$ cat src/adl_defines.svh
/*
  shared constants for the dual bank analog delay clocking model.
  assumes inclusion by bare name from design files.
*/
`ifndef ADL_DEFINES_SVH
`define ADL_DEFINES_SVH
`define ADL_STAGES        130
`define ADL_SINGLE_DELAY  260
`define ADL_PAIR_DELAY_B  261
`define ADL_DATA_W        8
`define ADL_SAMP_W        8
`define ADL_PINS          7
`define ADL_PIN_SA        0
`define ADL_PIN_SB        1
`define ADL_PIN_P1A       2
`define ADL_PIN_P1B       3
`define ADL_PIN_P2A       4
`define ADL_PIN_P2B       5
`define ADL_PIN_RC        6
`define ADL_IDLE_MASK     7'h03
`endif

$ cat src/adl_pkg.sv
/*
  types for the dual bank analog delay clocking model.
  assumes adl_defines.svh is on the include path.
*/
`include "adl_defines.svh"
package adl_pkg;
  typedef logic [`ADL_DATA_W-1:0] adl_sample_t;
  typedef struct packed {
    logic sample_clock;
    logic phase1;
    logic phase2;
  } adl_bank_clk_s;
  typedef struct packed {
    logic [2:0] s_r;
    logic       prev_r;
  } adl_sync_s;
endpackage

$ cat src/adl_delay_core.sv
/*
  digital model of a two-bank charge transfer analog delay line.
  each bank is a shift register advanced by its own transport phase 1
  edge; samples load on the sample clock edge; both banks merge at one
  detector, recharged by the reset clock. all clocks are pins sampled
  by mclk, which must run much faster than any pin clock.
*/
`timescale 1ns/10ps
`include "adl_defines.svh"
module adl_delay_core #(
  parameter int STAGES = `ADL_STAGES
) (
  input  wire logic                   mclk,
  input  wire logic                   rst_b,
  input  wire adl_pkg::adl_bank_clk_s clk_a,
  input  wire adl_pkg::adl_bank_clk_s clk_b,
  input  wire logic                   reset_clock,
  input  wire adl_pkg::adl_sample_t   analog_input_a,
  input  wire adl_pkg::adl_sample_t   analog_input_b,
  output adl_pkg::adl_sample_t        signal_output,
  output logic                        comp_output,
  output logic                        output_valid
);
  // sample clocks rest high on an unused bank, every other pin rests low
  localparam logic [`ADL_PINS-1:0] IDLE_LV = `ADL_IDLE_MASK;

  // det_a and det_b hold the packet that left the last stage, so a sample
  // spends exactly STAGES transport periods in its bank before delivery
  typedef struct packed {
    logic [STAGES-1:0][`ADL_DATA_W-1:0] bank_a;
    logic [STAGES-1:0][`ADL_DATA_W-1:0] bank_b;
    logic [`ADL_DATA_W-1:0]             det_a;
    logic [`ADL_DATA_W-1:0]             det_b;
    logic [`ADL_DATA_W-1:0]             out_r;
    logic                               comp_r;
    logic                               valid_r;
    logic                               pend_a;
    logic                               pend_b;
  } adl_core_s;

  adl_core_s            st_r;
  adl_core_s            st_nxt;
  logic [`ADL_PINS-1:0] pin_raw;
  logic [`ADL_PINS-1:0] pin_lv;
  logic [`ADL_PINS-1:0] pin_rise;
  logic                 sa_lv;
  logic                 sb_lv;
  logic                 s_ra;
  logic                 s_rb;
  logic                 p1a_rise;
  logic                 p1b_rise;
  logic                 p1a_lv;
  logic                 p1b_lv;
  logic                 p2a_lv;
  logic                 p2b_lv;
  logic                 rc_lv;
  logic                 rc_rise;

  // the detector sees charge, so the delivered level is the inverse
  function automatic logic [`ADL_DATA_W-1:0] detect(
    input logic [`ADL_DATA_W-1:0] packet
  );
    return ~packet;
  endfunction

  assign pin_raw[`ADL_PIN_SA]  = clk_a.sample_clock;
  assign pin_raw[`ADL_PIN_SB]  = clk_b.sample_clock;
  assign pin_raw[`ADL_PIN_P1A] = clk_a.phase1;
  assign pin_raw[`ADL_PIN_P1B] = clk_b.phase1;
  assign pin_raw[`ADL_PIN_P2A] = clk_a.phase2;
  assign pin_raw[`ADL_PIN_P2B] = clk_b.phase2;
  assign pin_raw[`ADL_PIN_RC]  = reset_clock;

  // every pin clock is asynchronous to mclk and gets the same latency,
  // so the order of pin edges survives into the mclk domain
  for (genvar i = 0; i < `ADL_PINS; i++) begin : g_sync
    adl_pin_sync #(
      .IDLE (IDLE_LV[i])
    ) u_sync (
      .mclk  (mclk),
      .rst_b (rst_b),
      .pin   (pin_raw[i]),
      .level (pin_lv[i]),
      .rise  (pin_rise[i])
    );
  end

  assign sa_lv    = pin_lv[`ADL_PIN_SA];
  assign sb_lv    = pin_lv[`ADL_PIN_SB];
  assign s_ra     = pin_rise[`ADL_PIN_SA];
  assign s_rb     = pin_rise[`ADL_PIN_SB];
  assign p1a_rise = pin_rise[`ADL_PIN_P1A];
  assign p1b_rise = pin_rise[`ADL_PIN_P1B];
  assign p1a_lv   = pin_lv[`ADL_PIN_P1A];
  assign p1b_lv   = pin_lv[`ADL_PIN_P1B];
  assign p2a_lv   = pin_lv[`ADL_PIN_P2A];
  assign p2b_lv   = pin_lv[`ADL_PIN_P2B];
  assign rc_lv    = pin_lv[`ADL_PIN_RC];
  assign rc_rise  = pin_rise[`ADL_PIN_RC];

  always_comb begin
    st_nxt        = st_r;
    st_nxt.comp_r = rc_lv;
    // a held-high sample clock never rises, so an idle bank loads nothing
    if (s_ra) begin
      st_nxt.bank_a[0] = analog_input_a;
    end
    if (s_rb) begin
      st_nxt.bank_b[0] = analog_input_b;
    end
    // each phase-1 rise moves one stage; banks are independent
    if (p1a_rise) begin
      st_nxt.det_a  = st_r.bank_a[STAGES-1];
      st_nxt.bank_a = {st_r.bank_a[STAGES-2:0], st_nxt.bank_a[0]};
      st_nxt.pend_a = 1'b1;
    end
    if (p1b_rise) begin
      st_nxt.det_b  = st_r.bank_b[STAGES-1];
      st_nxt.bank_b = {st_r.bank_b[STAGES-2:0], st_nxt.bank_b[0]};
      st_nxt.pend_b = 1'b1;
    end
    // detector reset clears then takes the next pending packet, a first;
    // a shift in the same cycle re-arms the flag, so no packet is lost
    if (rc_rise) begin
      if (st_r.pend_a) begin
        st_nxt.out_r   = detect(st_r.det_a);
        st_nxt.pend_a  = p1a_rise;
        st_nxt.valid_r = 1'b1;
      end else if (st_r.pend_b) begin
        st_nxt.out_r   = detect(st_r.det_b);
        st_nxt.pend_b  = p1b_rise;
        st_nxt.valid_r = 1'b1;
      end else begin
        st_nxt.valid_r = 1'b0;
      end
    end
  end

  always_ff @(posedge mclk) begin
    if (!rst_b) begin
      st_r <= '0;
    end else begin
      st_r <= st_nxt;
    end
  end

  assign signal_output = st_r.out_r;
  assign comp_output   = st_r.comp_r;
  assign output_valid  = st_r.valid_r;

  a_comp_follows: assert property (
    @(posedge mclk) disable iff (!rst_b)
    rst_b && $past(rst_b) |-> comp_output == $past(rc_lv))
    else $error("compensation output does not follow reset clock");

  a_load_a: assert property (
    @(posedge mclk) disable iff (!rst_b)
    s_ra && !p1a_rise |=> st_r.bank_a[0] == $past(analog_input_a))
    else $error("bank a did not load sample");

  a_load_b: assert property (
    @(posedge mclk) disable iff (!rst_b)
    s_rb && !p1b_rise |=> st_r.bank_b[0] == $past(analog_input_b))
    else $error("bank b did not load sample");

  a_shift_a: assert property (
    @(posedge mclk) disable iff (!rst_b)
    p1a_rise |=> st_r.bank_a[1] == $past(st_r.bank_a[0]))
    else $error("bank a did not advance");

  a_shift_b: assert property (
    @(posedge mclk) disable iff (!rst_b)
    p1b_rise |=> st_r.bank_b[1] == $past(st_r.bank_b[0]))
    else $error("bank b did not advance");

  a_last_stage: assert property (
    @(posedge mclk) disable iff (!rst_b)
    p1a_rise |=> st_r.det_a == $past(st_r.bank_a[STAGES-1]))
    else $error("bank a last stage not passed to detector");

  a_out_inverts: assert property (
    @(posedge mclk) disable iff (!rst_b)
    rc_rise && st_r.pend_a |=> signal_output == ~$past(st_r.det_a))
    else $error("output is not the inverted packet of bank a");

  a_b_after_a: assert property (
    @(posedge mclk) disable iff (!rst_b)
    rc_rise && !st_r.pend_a && st_r.pend_b
      |=> signal_output == ~$past(st_r.det_b))
    else $error("bank b packet not delivered");

  a_valid_empty: assert property (
    @(posedge mclk) disable iff (!rst_b)
    rc_rise && !st_r.pend_a && !st_r.pend_b |=> !output_valid)
    else $error("valid raised with no packet");

  a_hold_no_reset: assert property (
    @(posedge mclk) disable iff (!rst_b)
    !rc_rise |=> $stable(signal_output))
    else $error("output changed without detector reset");

  a_idle_no_load: assert property (
    @(posedge mclk) disable iff (!rst_b)
    (sb_lv && !p1b_rise) [*2] |=> $stable(st_r.bank_b))
    else $error("idle bank b changed");

  a_idle_a: assert property (
    @(posedge mclk) disable iff (!rst_b)
    (sa_lv && !p1a_rise) [*2] |=> $stable(st_r.bank_a))
    else $error("idle bank a changed");

  a_nonoverlap_a: assert property (
    @(posedge mclk) disable iff (!rst_b)
    !(p1a_lv && p2a_lv))
    else $error("bank a phases overlap");

  a_nonoverlap_b: assert property (
    @(posedge mclk) disable iff (!rst_b)
    !(p1b_lv && p2b_lv))
    else $error("bank b phases overlap");
endmodule

$ cat src/adl_pin_sync.sv
/*
  three-stage pin synchroniser with agreement of stages two and three.
  assumes the pin is asynchronous to mclk and rests at IDLE between uses.
*/
`timescale 1ns/10ps
module adl_pin_sync #(
  parameter logic IDLE = 1'b0
) (
  input  wire logic mclk,
  input  wire logic rst_b,
  input  wire logic pin,
  output logic      level,
  output logic      rise
);
  adl_pkg::adl_sync_s st_r;
  adl_pkg::adl_sync_s st_nxt;

  always_comb begin
    st_nxt        = st_r;
    st_nxt.s_r    = {st_r.s_r[1:0], pin};
    if (st_r.s_r[1] == st_r.s_r[2]) begin
      st_nxt.prev_r = st_r.s_r[2];
    end
  end

  always_ff @(posedge mclk) begin
    if (!rst_b) begin
      // seeding with the idle level keeps a resting pin from faking an edge
      st_r <= '{s_r: {$bits(st_nxt.s_r){IDLE}}, prev_r: IDLE};
    end else begin
      st_r <= st_nxt;
    end
  end

  assign level = st_r.prev_r;
  assign rise  = (st_r.s_r[1] == st_r.s_r[2]) && st_r.s_r[2] && !st_r.prev_r;
endmodule

$ cat config.mk
export PLATFORM = sky130hd
export DESIGN_NAME = adl_delay_core
export DESIGN_NICKNAME = d
export VERILOG_FILES = /design/src/adl_pkg.sv /design/src/adl_delay_core.sv /design/src/adl_pin_sync.sv
export VERILOG_INCLUDE_DIRS = /design/src /design/src/src
export SDC_FILE = /design/constraint.sdc
export NUM_CORES = 2
export LEC_CHECK = 0
export ABC_AREA = 1
export BUFFER_PORTS_ARGS = -buffer_cell sky130_fd_sc_hd__buf_2
export CAP_MARGIN = 20
export CORE_MARGIN = 5
export CORE_UTILIZATION = 55
export CTS_CLUSTER_SIZE = 12
export DETAILED_ROUTE_END_ITERATION = 7
export GPL_ROUTABILITY_DRIVEN = 0
export GPL_TIMING_DRIVEN = 0
export PLACE_DENSITY = 0.69
export SYNTH_ARGS = -nofsm -noshare
export SYNTH_HDL_FRONTEND = slang
export SYNTH_SLANG_ARGS = --single-unit
$ cat constraint.sdc
create_clock -name mclk -period 2.34 [get_ports mclk]
set_clock_uncertainty 0.2 [all_clocks]
set_input_delay 0.117 -clock mclk [delete_from_list [all_inputs] [get_ports mclk]]
set_output_delay 0.117 -clock mclk [all_outputs]
set_load 0.01 [all_outputs]
---- Yosys cells after proc, flatten, opt, wreduce, memory -nomap -nowiden ----
Cells that the tools add are included.
operators by class
  equal/unequal tests ..................... 5
  multiplexer cells ....................... 12
  reduce and logical (&&, ||, !) cells .... 17
  bitwise gates (word level) .............. 2
operators by type and width
  cell                 count
  8-bit two-way mux    4
  8-bit NOT            2
  1-bit logical AND    10
  1-bit two-way mux    7
  1-bit == test        5
  1-bit logical NOT    5
  2-bit two-way mux    1
  2-bit AND reduction  1
  2-bit nonzero test   1
word-level totals
  word-level logic and storage cells ...... 313
  input port bits ......................... 25
  output and inout bits ................... 10
  register bits ........................... 2128

---- Depth between registers and ports, before layout ----
  word-level depth ........................ 7
  gate-level depth with buffers ........... 8
  depth with buffers taken out ............ 7

---- By module ----
From an unflattened synthesis, not the netlist that was laid out.
unflattened totals
  cells, all modules ...................... 9262
  area, all modules ....................... 72867.4 um^2
by module, submodules not included
  module                               cells an instance  area an instance (um^2)  seq. area each (um^2)  instances
  adl_delay_core                       9174               72142.9                  42200.5                1
  adl_pin_sync (g_sync[2].u_sync ...)  18                 143.9                    80.1                   3
  adl_pin_sync (g_sync[0].u_sync ...)  17                 146.4                    80.1                   2

---- Least setup slack after synthesis ----
OpenSTA, ideal clock, no wires.
  kind .................................... register -> register
  start ................................... reg g_sync[3].u_sync.st_r (netlist bit g_sync[3].u_sync.st_nxt[3])
  end ..................................... reg st_r[42] (netlist name)
  library setup time ...................... 0.116 ns
  slack ................................... 0.801 ns
  arrival ................................. 1.224 ns
  buffers on the path ..................... 3
  cell stages (with the launch flop) ...... 9
  cell sequence ........................... dfxtp_1 > ha_1 > nand2_2 > inv_2 > buf_4 > buf_4 > buf_2 > nor2_1 > nor2_1
between the ends
  word-level cells in the longest chain between the ends .. 3
ends and longest elaborated chain
  element                          RTL line               RTL
  start, declared                  adl_pin_sync.sv:15     adl_pkg::adl_sync_s st_r;
  start signal, assigned           adl_pin_sync.sv:29     st_r <= '{s_r: {$bits(st_nxt.s_r){IDLE}}, prev_r: IDLE};
  start signal, assigned           adl_pin_sync.sv:31     st_r <= st_nxt;
  1-bit == test                    adl_pin_sync.sv:36     assign rise = (st_r.s_r[1] == st_r.s_r[2]) && st_r.s_r[2] && !st_r.prev_r;
  1-bit logical AND (2 in series)  adl_pin_sync.sv:36
  end signal, assigned             adl_delay_core.sv:143  st_r <= st_nxt;
  end, declared                    adl_delay_core.sv:41   adl_core_s st_r;
Every way passes these cells.
A chain may end at the register's enable or synchronous reset.

---- Final worst setup path ----
  start ................................... reg g_sync[3].u_sync.st_r (netlist bit g_sync[3].u_sync.st_nxt[3])
  end ..................................... reg st_r[349] (netlist name)
Same word-level chain as after synthesis.

==> flow_summary.json <==
{
  "path_max_fanout": 10,
  "async_flop_share_pct": 0,
  "finalPower_mw": 70.1,
  "die_h_um": 374,
  "drtPass1Iterations": 5,
  "min_path_cells": 4,
  "max_slew_margin_pct": 62.6,
  "wl_per_cell_um": 12.2,
  "track_usage_pct": 19.6,
  "cpLargestDelayFamily": "buffers and inverters",
  "hold-worst-slack_ns": 0.187,
  "ys.flop_type": "dfxtp_1",
  "start_util_pct": 55.3,
  "drive_gt1_share_pct": 7.50,
  "p_per_area_nw_per_um2": 854,
  "placementRows": 133,
  "cp_data_arrival_time_ns": 2.73,
  "cpPeakStageDelay_ns": 0.31,
  "wirelength_um": 140000,
  "rsz0062_at_grt": "true",
  "drc": 0,
  "setup_viol": 0,
  "postSynthAreaPerCell_um2": 7.85,
  "synth_top_area_share_pct": 58.6,
  "die_width_um": 374,
  "ys.warnings.count": 0,
  "cts_buffers": 209,
  "cts.path.max_buffers": 3,
  "cap_violations": 0,
  "tritoncts": "yes",
  "grt_pass1_vias": 52900,
  "cp-end-kind": "flip-flop",
  "pin_count": 35,
  "cts-htree-levels": 4,
  "cp.required_ns": 2.83,
  "synth_edf_count": 0,
  "crit_buf_inv": 4,
  "hold_violations": 0,
  "synth_area_leader_cell": "dfxtp_1",
  "synth_most_common_cell": "nor2_1",
  "slew_viol_final": 0,
  "grt_max_degree": 17,
  "port_buffers": 31,
  "areaGrowthSynthToFinish_pct": 12.8,
  "synth_area_leaders": "dfxtp_1 (59%), nor2_1 (22%), o21ai_0 (13%)",
  "netlist_area_um2": 72700,
  "nets": 9588,
  "path_depth": 8,
  "via_per_inst": 4.98,
  "fp.dieArea_um2": 140000,
  "dp_worst_setup_slack_ns": 0.0280,
  "final_antenna_net_count": 0,
  "drt-initial-drc-count": 3393,
  "synth_nets": 9287,
  "syn_inst": 9257,
  "period_minus_slack_ns": 2.24,
  "synth.ff_latch_count": 2128,
  "grt-ovfl-total": 0,
  "slowest_stage": "dfxtp_1",
  "grt_pass1_wl_um": 243000,
  "critPathKind": "reg2reg",
  "core_area_um2": 131000,
  "min_period_over_period_pct": 95.6,
  "post-cts-setup-buffer-count": 0,
  "critPathLaunchType": "flip-flop",
  "hpwl_um": 91600,
  "synth_common_cells": "nor2_1 (4177), dfxtp_1 (2128), o21ai_0 (1838)",
  "yosysUniqueCellTypes": 19,
  "dr_total_vias": 57000,
  "reg2reg_depth": 8,
  "seq_area_frac_synth_pct": 58.6,
  "cts.sinks": 2128,
  "timing.fmax_mhz": 447,
  "worst_slew_pin_slew_ns": 0.561,
  "outcome": "finished clean",
  "timing.final.ws_setup_ns": 0.102,
  "crit_chain": "ha_1 -> nand2_2 -> clkinv_2 -> buf_4 -> buf_4 -> buf_2 -> nor2_1 -> nor2_1",
  "antenna_found_initial": 2,
  "nFillCells": 11800,
  "hold_class": "in2reg",
  "leakage_nw": 30.5,
  "vdd_drop_max_v": 0.000720,
  "cts_root_buf": "clkbuf_16",
  "insertion_delay_ns": 0.80,
  "clk_transition_reported_paths_ns": 0.06
}
## registers in the layout, summed over array words and instances (netlist names)
| register | cells |
|---|---|
| output_valid | 1 |
| comp_output | 1 |
| g_sync.u_sync.st_nxt | 10 |
| signal_output | 8 |
| st_r | 2098 |
| g_sync.u_sync.st_r | 5 |
| g_sync.u_sync.level | 5 |
## path summary, 6_finish.rpt
kind	end	start	slack, ns
worst min register to register	g_sync[6].u_sync.st_nxt[3]$_SDFF_PN0_	g_sync[6].u_sync.st_nxt[2]$_SDFF_PN0_	0.21
worst max-delay path	st_r[349]$_SDFFE_PN0P_	g_sync[3].u_sync.st_nxt[3]$_SDFF_PN0_	0.10
worst min-delay path	g_sync[1].u_sync.st_r[3]$_SDFF_PN1_	rst_b	0.19
worst max register to register	st_r[349]$_SDFFE_PN0P_	g_sync[3].u_sync.st_nxt[3]$_SDFF_PN0_	0.10
## what timing repair did
item | 4_1_cts | 5_1_grt
endpoints found under the setup margin | 0 | 371
gates resized for setup | 0 | 2
endpoints found under the hold margin | 1231 | 0
hold buffers | 59 | 0
## power breakdown
part	internal, mW	switching, mW	leakage, nW
Sequential	36.5	0.140	17.2
Clock	18.1	13.2	3.12
Combinational	0.772	1.38	10.2
Total	55.4	14.7	30.5
## final cells by class
cell class,instances,area (um2),area share [%]
timing repair buffer,90,746,0.909
sequential,2128,42600,51.9
clock buffer,319,6140,7.49
inverter,49,185,0.226
multi-input combinational,6374,26600,32.5
tap,1755,2200,2.68
buffer,706,3240,3.95
clock inverter,20,239,0.291
antenna,2,5.00,0.00610
## placed cells by master (no fill, tap or decap), drive strengths merged, types with 6 or more instances in the layout
cell type	instances
clkbuf	624
a21oi	24
inv	53
nand2	60
or2	6
dlygate4sd3	59
dfxtp	2128
clkinv	14
o21ai	2101
buf	432
nor2	4177
## per-stage QoR
stage / util, % / setup TNS, ns / cells / instance area (um2)
3_5_place_dp: 57.1 / 0 / 11000 / 75000
4_1_cts: 62.4 / 0 / 11400 / 82000
2_1_floorplan: - / 0 / 9257 / 72700
6_report: 62.4 / 0 / 11400 / 82000
5_1_grt: 62.4 / -0.00396 / 11400 / 82000
3_3_place_gp: 57.1 / 0 / 11000 / 75000
## metal layers
layer  track usage [%]  wire length (um)
met2              32.8             63500
met4              5.19              2560
met1              26.7             68700
met5                 0                13
met3              3.14              4680
## logic make-up after synthesis
kind of cell    synth area share [%]
compound gates                  14.6
fa+ha+maj                     0.0861
buf+inv                         4.71
flops                           58.6
simple gates                    21.9
## worst min-delay path: stages
cell           delay, ns
dlygate4sd3_1       0.59
buf_4               0.26
inv_1               0.10
or2_2               0.10
Note: power is estimated with default switching activity, not from simulation.
